File: src/core/wlfs_pkg.sv
// wlfs_pkg: offsets, field positions and reset values of the wake, level,
// high-side fault and identification status group.
// assumes 7-bit register addresses and 8-bit register data.
package wlfs_pkg;
   // register offsets
   localparam logic [6:0] pin_wake_source_status_addr = 7'h47;
   localparam logic [6:0] input_level_status_addr = 7'h48;
   localparam logic [6:0] switch_overload_status_addr = 7'h54;
   localparam logic [6:0] switch_open_load_status_addr = 7'h55;
   localparam logic [6:0] device_identification_addr = 7'h7e;

   // pin wake source fields
   localparam int pin1_wake_flag_pos = 4;
   localparam int pin2_wake_flag_pos = 5;

   // input level fields
   localparam int development_mode_status_pos = 7;
   localparam int pullup_config_status_pos = 6;
   localparam int pin2_level_pos = 5;
   localparam int pin1_level_pos = 4;
   localparam int wake_input_level_lsb = 0;

   // high-side fault fields, switch 1 in the low bit
   localparam int switch_flag_lsb = 0;

   // identification fields
   localparam int product_line_code_lsb = 4;
   localparam int part_variant_code_lsb = 0;

   // reset values
   localparam logic [7:0] flag_reg_reset = 8'h00;
   localparam logic [7:0] level_reg_reset = 8'h00;
   localparam logic [7:0] unmapped_read_value = 8'h00;
endpackage : wlfs_pkg

File: src/core/wlfs_flag_bank.sv
// wlfs_flag_bank: a row of sticky hardware-set, host-cleared flags.
// assumes set and clear are one-cycle pulses synchronous to clk.
`timescale 1ns/1ps
module wlfs_flag_bank #(
   parameter int width = 4
) (
   input wire logic clk,
   input wire logic rst,
   input wire logic soft_clear,
   input wire logic [width-1:0] set_in,
   input wire logic clr_in,
   output logic [width-1:0] flags
);
   logic [width-1:0] next_flags;

   // set beats clear so an event landing on the clear cycle survives
   always_comb begin
      if (soft_clear) begin
         next_flags = '0;
      end else begin
         next_flags = (flags & ~{width{clr_in}}) | set_in;
      end
   end

   // only power-on, soft reset and a host clear clear them; a restart leaves the flags alone
   always_ff @(posedge clk or posedge rst) begin
      if (rst) begin
         flags <= '0;
      end else begin
         flags <= next_flags;
      end
   end
endmodule : wlfs_flag_bank

File: src/core/wlfs_status_regs.sv
// wlfs_status_regs: wake source, input level, high-side fault and
// identification status registers behind the command port.
// assumes the command decoder gives one-cycle read and read-clear strobes
// and that every event and level input is synchronous to clk.
`timescale 1ns/1ps

// Contract
// - pin 2 wake sets bit 5, pin 1 wake sets bit 4 of wake source
// - reserved bits always read zero
// - level bit 7 shows the latched test-pin operating mode
// - level bit 6 shows the interrupt-pin pull-up strap
// - level bits 5,4 show pins 2,1; bits 2..0 show wake inputs 3..1
// - pin levels refresh in Normal and Stop when configured wake/switch
// - cyclic wake inputs hold the last sample, updated each sampling
// - general pins never use cyclic sampling
// - a general pin level shows even when used as a switch
// - one overload flag per switch, switches 1..4 in bits 0..3
// - one open-load flag per switch, switches 1..4 in bits 0..3
// - fault flags clear on power-on or soft reset, kept over restart
// - identification bits 7:4 hold the fixed product line code
// - identification bits 3:0 hold the fixed part variant code
// - variant code returns to its constant after any reset or restart
// - the device never clears flags itself; the host clears them
// - a wake from fail-safe also sets the source flag
module wlfs_status_regs #(
   parameter logic [3:0] product_line_code = 4'h5, // arbitrary value
   parameter logic [3:0] part_variant_code = 4'ha // arbitrary value
) (
   input wire logic clk,
   input wire logic rst,
   input wire logic soft_reset,
   input wire logic restart,
   input wire logic reg_rd,
   input wire logic reg_clr,
   input wire logic [6:0] reg_addr,
   output logic [7:0] reg_rdata,
   output logic reg_rvalid,
   input wire logic [1:0] pin_wake_event,
   input wire logic [1:0] failsafe_pin_wake,
   input wire logic fail_output3_test_pin,
   input wire logic pullup_strap,
   input wire logic [1:0] pin_level_in,
   input wire logic [1:0] pin_selected,
   input wire logic [1:0] pin_configured,
   input wire logic normal_or_stop,
   input wire logic [2:0] wake_level_in,
   input wire logic [2:0] wake_cyclic,
   input wire logic [2:0] wake_sample_done,
   input wire logic [3:0] overload_event,
   input wire logic [3:0] open_load_event
);
   logic [1:0] pin_wake;
   logic [3:0] overload_flags;
   logic [3:0] open_load_flags;
   logic strap_pending;
   logic next_strap_pending;
   logic development_mode_status;
   logic next_development_mode_status;
   logic pullup_config_status;
   logic next_pullup_config_status;
   logic [1:0] pin_level;
   logic [1:0] next_pin_level;
   logic [2:0] wake_level;
   logic [2:0] next_wake_level;
   logic [7:0] next_reg_rdata;
   logic next_reg_rvalid;
   logic [7:0] level_word;
   logic [7:0] wake_word;
   logic [7:0] id_word;

   // read-clear decode, used for three registers
   function automatic logic clr_hit(input logic clr, input logic [6:0] a,
                                    input logic [6:0] target);
      clr_hit = clr && (a == target);
   endfunction : clr_hit

   // wake source flags, fail-safe wakes merged in
   wlfs_flag_bank #(.width(2)) u_wake (
      .clk(clk),
      .rst(rst),
      .soft_clear(soft_reset),
      .set_in(pin_wake_event | failsafe_pin_wake),
      .clr_in(clr_hit(reg_clr, reg_addr, wlfs_pkg::pin_wake_source_status_addr)),
      .flags(pin_wake)
   );

   // overload flags
   wlfs_flag_bank #(.width(4)) u_overload (
      .clk(clk),
      .rst(rst),
      .soft_clear(soft_reset),
      .set_in(overload_event),
      .clr_in(clr_hit(reg_clr, reg_addr, wlfs_pkg::switch_overload_status_addr)),
      .flags(overload_flags)
   );

   // open-load flags
   wlfs_flag_bank #(.width(4)) u_open_load (
      .clk(clk),
      .rst(rst),
      .soft_clear(soft_reset),
      .set_in(open_load_event),
      .clr_in(clr_hit(reg_clr, reg_addr, wlfs_pkg::switch_open_load_status_addr)),
      .flags(open_load_flags)
   );

   // straps are caught by a clocked capture after reset release, never
   // inside the async reset branch; a soft reset re-arms the capture
   always_comb begin
      next_strap_pending = strap_pending;
      next_development_mode_status = development_mode_status;
      next_pullup_config_status = pullup_config_status;
      if (soft_reset) begin
         next_strap_pending = 1'b1;
      end else if (strap_pending) begin
         next_strap_pending = 1'b0;
         next_development_mode_status = fail_output3_test_pin;
         next_pullup_config_status = pullup_strap;
      end
   end

   // levels: general pins follow the pin only while enabled, never sampled
   always_comb begin
      for (int i = 0; i < 2; i++) begin
         if (normal_or_stop && pin_selected[i] && pin_configured[i]) begin
            next_pin_level[i] = pin_level_in[i];
         end else begin
            next_pin_level[i] = pin_level[i];
         end
      end
      for (int i = 0; i < 3; i++) begin
         if (!wake_cyclic[i] || wake_sample_done[i]) begin
            next_wake_level[i] = wake_level_in[i];
         end else begin
            next_wake_level[i] = wake_level[i];
         end
      end
   end

   always_ff @(posedge clk or posedge rst) begin
      if (rst) begin
         strap_pending <= 1'b1;
         development_mode_status <= 1'b0;
         pullup_config_status <= 1'b0;
         pin_level <= 2'h0;
         wake_level <= 3'h0;
      end else begin
         strap_pending <= next_strap_pending;
         development_mode_status <= next_development_mode_status;
         pullup_config_status <= next_pullup_config_status;
         pin_level <= next_pin_level;
         wake_level <= next_wake_level;
      end
   end

   // register images; unassigned positions are constant zero
   always_comb begin
      wake_word = 8'h00;
      wake_word[wlfs_pkg::pin1_wake_flag_pos] = pin_wake[0];
      wake_word[wlfs_pkg::pin2_wake_flag_pos] = pin_wake[1];
      level_word = wlfs_pkg::level_reg_reset;
      level_word[wlfs_pkg::development_mode_status_pos] = development_mode_status;
      level_word[wlfs_pkg::pullup_config_status_pos] = pullup_config_status;
      level_word[wlfs_pkg::pin2_level_pos] = pin_level[1];
      level_word[wlfs_pkg::pin1_level_pos] = pin_level[0];
      level_word[wlfs_pkg::wake_input_level_lsb +: 3] = wake_level;
      // restart touches nothing here, so the id is always the constant
      id_word = {product_line_code, part_variant_code};
   end

   // read path: data registered, valid one cycle after the strobe
   always_comb begin
      next_reg_rvalid = reg_rd;
      next_reg_rdata = reg_rdata;
      if (reg_rd) begin
         unique case (reg_addr)
            wlfs_pkg::pin_wake_source_status_addr: next_reg_rdata = wake_word;
            wlfs_pkg::input_level_status_addr: next_reg_rdata = level_word;
            wlfs_pkg::switch_overload_status_addr:
               next_reg_rdata = {4'h0, overload_flags};
            wlfs_pkg::switch_open_load_status_addr:
               next_reg_rdata = {4'h0, open_load_flags};
            wlfs_pkg::device_identification_addr: next_reg_rdata = id_word;
            default: next_reg_rdata = wlfs_pkg::unmapped_read_value;
         endcase
      end
   end

   always_ff @(posedge clk or posedge rst) begin
      if (rst) begin
         reg_rdata <= wlfs_pkg::flag_reg_reset;
         reg_rvalid <= 1'b0;
      end else begin
         reg_rdata <= next_reg_rdata;
         reg_rvalid <= next_reg_rvalid;
      end
   end

   // checks
   property p_pin_wake_sets;
      @(posedge clk) disable iff (rst)
         (pin_wake_event[1] || failsafe_pin_wake[1]) && !soft_reset |=> pin_wake[1];
   endproperty
   a_pin_wake_sets: assert property (p_pin_wake_sets)
      else $error("pin 2 wake did not set its flag");

   // both fault registers keep their upper nibble clear whatever the flags hold
   property p_reserved_zero;
      @(posedge clk) disable iff (rst)
         reg_rd && (reg_addr == wlfs_pkg::switch_overload_status_addr ||
                    reg_addr == wlfs_pkg::switch_open_load_status_addr)
         |=> reg_rdata[7:4] == 4'h0;
   endproperty
   a_reserved_zero: assert property (p_reserved_zero)
      else $error("reserved fault bits not zero");

   property p_wake_reserved;
      @(posedge clk) disable iff (rst)
         reg_rd && reg_addr == wlfs_pkg::pin_wake_source_status_addr
         |=> (reg_rdata & 8'hcf) == 8'h00;
   endproperty
   a_wake_reserved: assert property (p_wake_reserved)
      else $error("reserved wake source bits not zero");

   property p_strap_mode;
      @(posedge clk) disable iff (rst)
         strap_pending && !soft_reset |=> development_mode_status == $past(fail_output3_test_pin);
   endproperty
   a_strap_mode: assert property (p_strap_mode)
      else $error("operating mode strap not captured");

   property p_level_read;
      @(posedge clk) disable iff (rst)
         reg_rd && reg_addr == wlfs_pkg::input_level_status_addr
         |=> reg_rdata == {$past(development_mode_status), $past(pullup_config_status),
                           $past(pin_level), 1'b0, $past(wake_level)};
   endproperty
   a_level_read: assert property (p_level_read)
      else $error("input level read mismatch");

   property p_pin_hold;
      @(posedge clk) disable iff (rst)
         !normal_or_stop |=> $stable(pin_level);
   endproperty
   a_pin_hold: assert property (p_pin_hold)
      else $error("pin level changed outside normal or stop");

   property p_cyclic_hold;
      @(posedge clk) disable iff (rst)
         wake_cyclic[0] && !wake_sample_done[0] |=> wake_level[0] == $past(wake_level[0]);
   endproperty
   a_cyclic_hold: assert property (p_cyclic_hold)
      else $error("cyclic wake level moved without a sample");

   property p_switch_pin_shows;
      @(posedge clk) disable iff (rst)
         normal_or_stop && pin_selected[0] && pin_configured[0]
         |=> pin_level[0] == $past(pin_level_in[0]);
   endproperty
   a_switch_pin_shows: assert property (p_switch_pin_shows)
      else $error("pin 1 level not refreshed");

   property p_event_beats_clear;
      @(posedge clk) disable iff (rst)
         overload_event[2] && !soft_reset |=> overload_flags[2] [*1] ##0 overload_flags[2];
   endproperty
   a_event_beats_clear: assert property (p_event_beats_clear)
      else $error("overload event lost");

   property p_flag_sticky;
      @(posedge clk) disable iff (rst)
         open_load_flags[1] && !soft_reset &&
         !clr_hit(reg_clr, reg_addr, wlfs_pkg::switch_open_load_status_addr)
         |=> open_load_flags[1];
   endproperty
   a_flag_sticky: assert property (p_flag_sticky)
      else $error("open-load flag cleared without host command");

   property p_restart_keeps;
      @(posedge clk) disable iff (rst)
         restart && !soft_reset && !reg_clr
         |=> overload_flags == ($past(overload_flags) | $past(overload_event));
   endproperty
   a_restart_keeps: assert property (p_restart_keeps)
      else $error("restart disturbed fault flags");

   property p_id_read;
      @(posedge clk) disable iff (rst)
         reg_rd && reg_addr == wlfs_pkg::device_identification_addr
         |=> reg_rdata == {product_line_code, part_variant_code};
   endproperty
   a_id_read: assert property (p_id_read)
      else $error("identification read mismatch");

   c_wake_read: cover property (@(posedge clk) disable iff (rst)
      pin_wake[0] ##1 reg_rd && reg_clr && reg_addr == wlfs_pkg::pin_wake_source_status_addr);
   c_set_on_clear: cover property (@(posedge clk) disable iff (rst)
      open_load_event[0] && clr_hit(reg_clr, reg_addr, wlfs_pkg::switch_open_load_status_addr));
   c_cyclic_sample: cover property (@(posedge clk) disable iff (rst)
      wake_cyclic[2] && wake_sample_done[2]);
   c_restart_flags: cover property (@(posedge clk) disable iff (rst)
      restart && overload_flags != 4'h0);
endmodule : wlfs_status_regs

File: config.mk
export PLATFORM = sky130hd
export DESIGN_NAME = wlfs_status_regs
export DESIGN_NICKNAME = d
export VERILOG_FILES = /design/src/core/wlfs_pkg.sv /design/src/core/wlfs_flag_bank.sv /design/src/core/wlfs_status_regs.sv
export SDC_FILE = /design/constraint.sdc
export NUM_CORES = 1
export LEC_CHECK = 0
export ABC_AREA = 1
export BUFFER_PORTS_ARGS = -buffer_cell sky130_fd_sc_hd__buf_2
export CAP_MARGIN = 10
export CELL_PAD_IN_SITES_DETAIL_PLACEMENT = 1
export CELL_PAD_IN_SITES_GLOBAL_PLACEMENT = 2
export CORE_MARGIN = 4
export CORE_UTILIZATION = 30
export CTS_BUF_LIST = sky130_fd_sc_hd__clkbuf_8
export CTS_CLUSTER_SIZE = 40
export DETAILED_ROUTE_END_ITERATION = 16
export GPL_TIMING_DRIVEN = 0
export HOLD_SLACK_MARGIN = 0.1
export PLACE_DENSITY = 0.91
export SKIP_LAST_GASP = 1
export SYNTH_ARGS = -nofsm -noshare
export SYNTH_HDL_FRONTEND = slang
export SYNTH_HIERARCHICAL = 1
export SYNTH_SLANG_ARGS = --single-unit
File: constraint.sdc
create_clock -name clk -period 2.5 [get_ports clk]
set_input_delay 0.125 -clock clk [delete_from_list [all_inputs] [get_ports clk]]
set_output_delay 0.125 -clock clk [all_outputs]
set_load 0.1 [all_outputs]
; ---- After elaboration in Yosys (flattened, before gate mapping)
; Index checks and enable logic that the tools add are counted.
[word_totals]
ff_bits = 27
input_bits = 43
out_inout_bits = 9
elab_cells = 48
[op_classes]
eq_ne = 5
muxes = 5
n_bitwise = 11
n_reduce_logical = 14
[ops]
columns = operator, count
row1 = 8-bit case mux with 5 select lines, 1
row2 = 7-bit == test (second input constant), 5
row3 = 4-bit bitwise AND, 2
row4 = 4-bit two-way mux, 2
row5 = 4-bit inverter, 2
row6 = 4-bit OR, 2
row7 = 1-bit logical AND, 7
row8 = 2-bit OR, 2
row9 = 1-bit zero test, 3
row10 = 1-bit logical OR, 3
row11 = 2-bit bitwise AND, 1
row12 = 2-bit two-way mux, 1
row13 = 2-bit inverter, 1
row14 = 2-bit AND reduction, 1
row15 = 1-bit two-way mux, 1
row16 = 1-bit inverter, 1

; ---- Depth between registers and ports, before layout
; Gate-level depths: netlist of the first run.
[depth]
depth_word = 6
depth_mapped = 8
depth_no_buf = 8

; ---- Cells and area by module
; Netlist of the first run, hierarchy kept.
[by_module_without_submodules]
columns = module, instances, cells_each, area_per_inst_um2, seq_area_each_um2
row1 = wlfs_status_regs, 1, 118, 965.9, 426.7
row2 = wlfs_flag_bank (u_open_load ...), 2, 18, 157.7, 100.1
row3 = wlfs_flag_bank (u_wake), 1, 10, 82.6, 50.0

; ---- Worst setup path after synthesis of the first run
; Ideal clock, no wire load.
[synth_timing]
path_kind = register -> register
from = reg, netlist name reg_rdata[6]
to = reg reg_rdata[6]
setup_ps = 82
arrival_time_ps = 1149
required_ps = 2418
setup_slack_ps = 1269
stages_incl_launch_ff = 3
n_path_buf = 0
synth_period_minus_slack_ps = 1231
path_cell_list = dfrtp_1 -> nor2_1 -> a31oi_1
[synth_lines]
columns = element, line
row1 = end signal: assignment, wlfs_status_regs.sv:191  ; reg_rdata <= wlfs_pkg::flag_reg_reset;
row2 = end signal: assignment, wlfs_status_regs.sv:194  ; reg_rdata <= next_reg_rdata;
row3 = end: declaration, wlfs_status_regs.sv:36  ; output logic [7:0] reg_rdata,

; ---- Worst setup path after layout of the first run
[layout_timing]
from = in soft_reset
to = reg pullup_config_status
[layout_between]
elab_chain_cells = 2
[layout_lines]
columns = element, line
row1 = start: declaration, wlfs_status_regs.sv:31  ; input wire logic soft_reset,
row2 = 1-bit inverter (no source line), -
row3 = 2-bit AND reduction (no source line), -
row4 = end signal: assignment, wlfs_status_regs.sv:150  ; pullup_config_status <= next_pullup_config_status;
row5 = end: declaration, wlfs_status_regs.sv:59  ; logic pullup_config_status;
; Every way passes these cells.
; A chain may end at the register's enable or synchronous reset.

==> reports/qor.csv, run 1 <==
metric;value;unit
overflow left after global routing;0;
1st-iter DRT viols;44;
synth warn;6;
Worst Hold Depth;3;
diode count;0;
met3 global-route usage;1.58;%
Horiz. Die Dim;75.4;um
buffer and inverter count on the worst path;3;
sequential power share;53.7;%
DP HPWL;2750;um
via count;1256;
Root Buffer;clkbuf_8;
post-synthesis sequential area ratio;49.6;%
final instance area;1910;sq um
Final Skew;3.00;ps
CP Cell Sequence;dlygate4sd3_1 > buf_2 > inv_1 > nand2_1 > mux2_2;
clock buffer depth;2;
Synth cell types;18;
H-tree depth;1;
status;complete, no violations;
Worst Path Required;2660;ps
CP peak stage delay;520;ps
I/O Buffers;50;
reg2reg start;strap_pending$_DFF_PP1_;
Post-synth EDFFs;0;
asr flop ratio synth;100;%
crit end category;register;
Routed Antenna Nets;0;
clock-pin slew on the worst setup and hold paths;90;ps
Cells after Synth;164;
Starting Density;31.1;%
Commonest cells post-synth;nand2_1, dfrtp_1, inv_1;
Slew Limit Fails;0;
area growth from synthesis to layout;39.7;%
average size of a mapped cell;8.32;sq um
kind of path behind the tightest hold check;input port to register;
slowest CP cell;dlygate4sd3_1;
Int Power;0.653;mW
Area contributors post-synth;dfrtp_1, nand2_1, nand3_1, inv_1, a21oi_1;
setup_tns;0;ps
P_sw;0.248;mW
drt via density;4.36;
DRC;0;
Setup-failing EPs final;0;
area of the multi-input gates;556;sq um
drt pass-1 iters;4;
synthesized cell area;1360;sq um
Cell Pwr Density;473;nW/um^2
CP delay by family, top;buffers and inverters;
routed len/inst;12.1;um
Crit path arrival time;1380;ps
first-pass GRT wire length;5980;um
worst reg2reg path depth;2;
met2 Track Usage GR;24.4;%
adder-cell share of the synthesized area;0;%
clk_lat worst skew;270;ps
Crit Path Category;input port to register;
Syn Nets;207;
Yosys top cell area share;47.7;%
beginning of the critical path;soft_reset;
Tot GR Track Use;13.7;%
Max-cap violations;0;
Final Hold Fails;0;
Pwr Total;0.901;mW
Synth Register Bits;27;
area leader, netlist;dfrtp_1;
CTS tree;built;
Num CTS Buffers;3;
CP startpoint kind;input port;
Die Area;5690;sq um
unrepaired setup endpoints after global routing;false;
Leak;1.06;nW
filler cell count in the final layout;549;
combinational share of power;18.7;%
sw frac;27.5;%
XOR/XNOR share of the synthesized area;0;%
setup bufs post-CTS;0;
fmax;0.820;GHz
Tightest Pin Transition;639;ps
global routing's busiest layer;met2;
final worst-path cycle share;48.8;%
I/O pin cnt;52;
count leader, synth;nand2_1;
initial antenna violation count;0;
Placeable Area;4380;sq um
Synth Area in Simple Gates;30.1;%
CP max FO;12;
Final nets;280;
Compound-Gate Fraction of Synth Area;7.34;%
clock network power share;27.6;%
placed cell area;1680;sq um
met1 Use GR;17.6;%
GPL Wtd Cong;0.757;
final WL;3480;um
sequential cell area;677;sq um
max_slew headroom;57.3;%
critical path depth;5;
clock sinks;27;
largest family of logic cells by synthesized area;simple AND/OR/NAND/NOR gates;
number of global-route vias before repair;1347;
Hold Crit Start;wake_sample_done[1];
largest net degree at the start of global routing;18;
layout cell share with drive strength beyond 1;33.1;%
prevailing post-synth register cell;dfrtp_1;
row cnt;24;
Period minus WS final;1220;ps
worst vdd ir;0.000232;V
chip height;75.4;um
multiplexer share of the synthesized area;3.30;%
==> registers in the layout, summed over array words and instances, names as in the netlist <==
signal	count
reg_rdata	8
u_open_load/flags	4
u_overload/flags	4
wake_level	3
pin_level	2
u_wake/flags	2
development_mode_status	1
pullup_config_status	1
reg_rvalid	1
strap_pending	1
==> worst reg2reg max path, cell delays in order (launching register included) <==
cell and delay [ps]:
dfstp_2 530, nand2_1 80, mux2_2 270
==> final cells by class <==
| type | instances | area share [%] |
|---|---|---|
| Clock buffer | 3 | 2.17 |
| Clock inverter | 1 | 0.263 |
| Timing Repair Buffer | 68 | 22.6 |
| Inverter | 32 | 6.30 |
| Buffer | 1 | 0.591 |
| Multi-Input combinational cell | 104 | 29.2 |
| Tap cell | 52 | 3.41 |
| Sequential cell | 27 | 35.5 |
==> metal layers <==
metal / part of all wire (%) / routed length (um) / vias to the layer above
li1: - / - / 655
met1: 42 / 1450 / 573
met2: 53 / 1850 / 26
met3: 3.9 / 137 / 2
met4: 1.0 / 36 / 0
met5: 0 / 0 / -
==> cell families (layout without fill, tap and decap cells) <==
logic type,after synthesis,after routing
AND/OR/NAND/NOR,81,81
buffers and inverters,33,105
flip-flops,27,27
AO/OA/AOI/OAI,19,19
multiplexers,4,4
==> cell usage in the layout (no fill, tap or decap), types with 6 or more instances in the layout <==
| master | n |
|---|---|
| nor2_1 | 6 |
| dfrtp_1 | 26 |
| nand2_1 | 40 |
| a21oi_1 | 13 |
| inv_2 | 6 |
| buf_2 | 50 |
| nand3_1 | 23 |
| inv_1 | 26 |
| dlygate4sd3_1 | 18 |
==> repair_timing <==
item / 4_1_cts / 5_1_grt
hold buffers: 18 / 0
hold endpoints to repair: 43 / 0
resized for setup: 0 / 0
setup endpoints to repair: 0 / 0
==> power by group through the flow <==
| stage | logic (mW) | registers [mW] | clock network [mW] |
|---|---|---|---|
| after floorplan | 0.0689 | 0.510 | 0 |
| after global placement | 0.145 | 0.492 | 0 |
| after detailed placement | 0.149 | 0.493 | 0 |
| after CTS | 0.171 | 0.484 | 0.261 |
| after global routing | 0.188 | 0.488 | 0.277 |
| final | 0.168 | 0.483 | 0.249 |
==> path summary, 6_finish.rpt <==
check                                                   end  slack (ps)
max                        pullup_config_status$_DFFE_PP0P_        1280
min                               wake_level[1]$_DFFE_PP0P_         120
max reg2reg                pullup_config_status$_DFFE_PP0P_        1510
min reg2reg                        reg_rdata[5]$_DFFE_PP0P_         480
max in group asynchronous              reg_rvalid$_DFF_PP0_        1580
min in group asynchronous         u_wake/flags[0]$_DFF_PP0_         260
==> stage by stage <==
step           hold WS (ps)  std cells  utilization, %  setup WS [ps]
3_5_place_dp           18.7        266            38.3           1420
3_3_place_gp           15.7        266            38.3           1410
2_1_floorplan          -134        164               -           1270
6_report                116        288            43.5           1280
4_1_cts                 111        288            43.5           1280
5_1_grt                 110        288            43.5           1190
Note: power is estimated with default switching activity, not from simulation.
==> inputs of run 2 (changes only) <==
CORE_UTILIZATION = 25   (was 30)
PLACE_DENSITY = 0.81   (was 0.91)
clock period = 1.12 ns   (was 2.5 ns; I/O delays follow)
==> run 2 against run 1 <==
  * Utilization shrank 4.2 points
  * Final area grew 7.2%
  * Clock power grew 130%
  * Highest routed layer unchanged
  * Clock skew grew 6.6 ps
  * Critical endpoint is now reg_rdata[6]
  * Sequential share of layout area shrank 1.9 points
==> reports/qor.csv, run 2 (synthesis gave the netlist of run 1 again) <==
metric;value;unit;change
status;complete, no violations;;unchanged
fmax;0.998;GHz;
Num CTS Buffers;3;;unchanged
placed cell area;1710;sq um;was 1680 sq um
I/O pin cnt;52;;unchanged
final instance area;2040;sq um;was 1910 sq um
via count;1289;;was 1256
area growth from synthesis to layout;49.8;%;was 39.7%
Horiz. Die Dim;81.9;um;was 75.4 um
Root Buffer;clkbuf_8;;unchanged
max reg flops;8;;unchanged
largest net degree at the start of global routing;18;;unchanged
Final nets;288;;was 280
chip height;81.9;um;was 75.4 um
Tot GR Track Use;11.9;%;was 13.7%
Routed Antenna Nets;0;;unchanged
CP delay by family, top;flip-flops;;was buffers and inverters
diode count;0;;unchanged
clock buffer depth;2;;unchanged
crit end category;output pin;;was register
Min Hold Slack;109;ps;was 116 ps
Setup-failing EPs final;0;;unchanged
DRC;0;;unchanged
Die Area;6700;sq um;was 5690 sq um
max_slew headroom;56.9;%;was 57.3%
final WL;3560;um;was 3480 um
H-tree depth;1;;unchanged
routed length on met2;1750;um;was 1850 um
layout cell share with drive strength beyond 1;35.2;%;was 33.1%
Crit Path Category;register to output pin;;was input port to register
met3 routed WL;200;um;was 137 um
DR top layer;met4;;unchanged
Period minus WS final;1000;ps;
1st-iter DRT viols;32;;was 44
unrepaired setup endpoints after global routing;false;;unchanged
Top reg by flops;reg_rdata;;unchanged
top flop regs;reg_rdata: 8 flops, u_open_load/flags: 4 flops, u_overload/flags: 4 flops;;unchanged
first-pass GRT wire length;6170;um;was 5980 um
Placeable Area;5200;sq um;was 4380 sq um
setup bufs post-CTS;0;;unchanged
number of global-route vias before repair;1332;;was 1347
setup_tns;0;ps;unchanged
CP max FO;2;;was 12
Pwr Total;2.07;mW;was 0.901 mW
Slew Limit Fails;0;;unchanged
Final Skew;9.62;ps;was 3.00 ps
drt via density;4.11;;was 4.36
slowest CP cell;dfrtp_2;;was dlygate4sd3_1
kind of path behind the tightest hold check;input port to register;;unchanged
Final Hold Fails;0;;unchanged
row cnt;26;;was 24
Starting Density;26.2;%;was 31.1%
filler cell count in the final layout;652;;was 549
buffer and inverter count on the worst path;1;;was 3
Crit path arrival time;950;ps;was 1380 ps
commonest non-fill, non-tap cell in the layout;buf_2;;unchanged
initial antenna violation count;0;;unchanged
GPL Wtd Cong;0.699;;was 0.757
routed len/inst;11.3;um;was 12.1 um
CP peak stage delay;380;ps;was 520 ps
DP HPWL;2710;um;was 2750 um
clk_lat worst skew;280;ps;was 270 ps
overflow left after global routing;0;;unchanged
CTS tree;built;;unchanged
Cell Pwr Density;1010;nW/um^2;was 473 nW/um^2
final worst-path cycle share;89.5;%;
CP startpoint kind;register;;was input port
Leak;1.08;nW;was 1.06 nW
Tightest Pin Transition;646;ps;was 639 ps
clock sinks;27;;unchanged
utilization of the core after routing;39.3;%;was 43.5%
Max-cap violations;0;;unchanged
worst vdd ir;0.000447;V;was 0.000232 V
clock-pin slew on the worst setup and hold paths;100;ps;was 90 ps
drt pass-1 iters;4;;unchanged
most frequent cells in the layout;buf_2, nand2_1, inv_1, dlygate4sd3_1, nand3_1;;was buf_2, nand2_1, inv_1, dfrtp_1, nand3_1
Worst Path Required;1060;ps;was 2660 ps
CP Cell Sequence;buf_4;;was dlygate4sd3_1 > buf_2 > inv_1 > nand2_1 > mux2_2
wire length on met1;1560;um;was 1450 um
I/O Buffers;50;;unchanged
==> run 2: stage by stage <==
step	setup slack [ps]	std cells
2_1_floorplan	154	164
3_3_place_gp	79.0	284
3_5_place_dp	74.7	284
4_1_cts	16.2	314
5_1_grt	44.6	314
6_report	118	314
==> run 2: final timing paths <==
path / start / to / slack (ps) / cells past startpoint
worst min-delay path: pin_configured[0] / pin_level[0]$_DFFE_PP0P_ / 110 / 3
worst min register to register: reg_rdata[5]$_DFFE_PP0P_ / reg_rdata[5]$_DFFE_PP0P_ / 490 / 2
worst max register to register: strap_pending$_DFF_PP1_ / pullup_config_status$_DFFE_PP0P_ / 150 / 2
worst max-delay path: reg_rdata[6]$_DFFE_PP0P_ / reg_rdata[6] / 120 / 1
min in group asynchronous: rst / u_wake/flags[0]$_DFF_PP0_ / 190 / 3
max in group asynchronous: rst / reg_rdata[2]$_DFFE_PP0P_ / 220 / 3
==> run 2: layer usage <==
| metal | track usage, % | vias up |
|---|---|---|
| met4 | 3.49 | 0 |
| li1 | - | 675 |
| met2 | 20.6 | 30 |
| met3 | 2.63 | 5 |
| met5 | 0 | - |
| met1 | 14.6 | 579 |
==> run 2: worst min-delay path, cell delays in order <==
cell and delay (ps):
buf_2 90, nand3_1 70, mux2_2 140
==> run 2: final cells by class <==
type / count / area, sq um / area share (%)
tap: 70 / 87.6 / 4.29
clock buffer: 3 / 41.3 / 2.02
inverter: 32 / 120 / 5.88
buffer: 1 / 11.3 / 0.551
multi-input combinational: 104 / 556 / 27.2
clock inverter: 1 / 7.51 / 0.367
sequential: 27 / 687 / 33.6
timing repair buffer: 76 / 533 / 26.1
==> run 2: repair_timing <==
item                       in CTS  in global routing
cloned                          0                  0
hold buffers                   26                  0
resized for setup               8                  1
setup endpoints to repair       8                  1
hold endpoints to repair       46                  0
pin swaps                       0                  0
==> run 2: where the power goes <==
part	switching [mW]	leakage [nW]	total, mW	internal, mW
combinational	0.214	0.735	0.401	0.188
sequential	0.0375	0.325	1.08	1.04
clock	0.330	0.0217	0.584	0.253
total	0.581	1.08	2.07	1.48
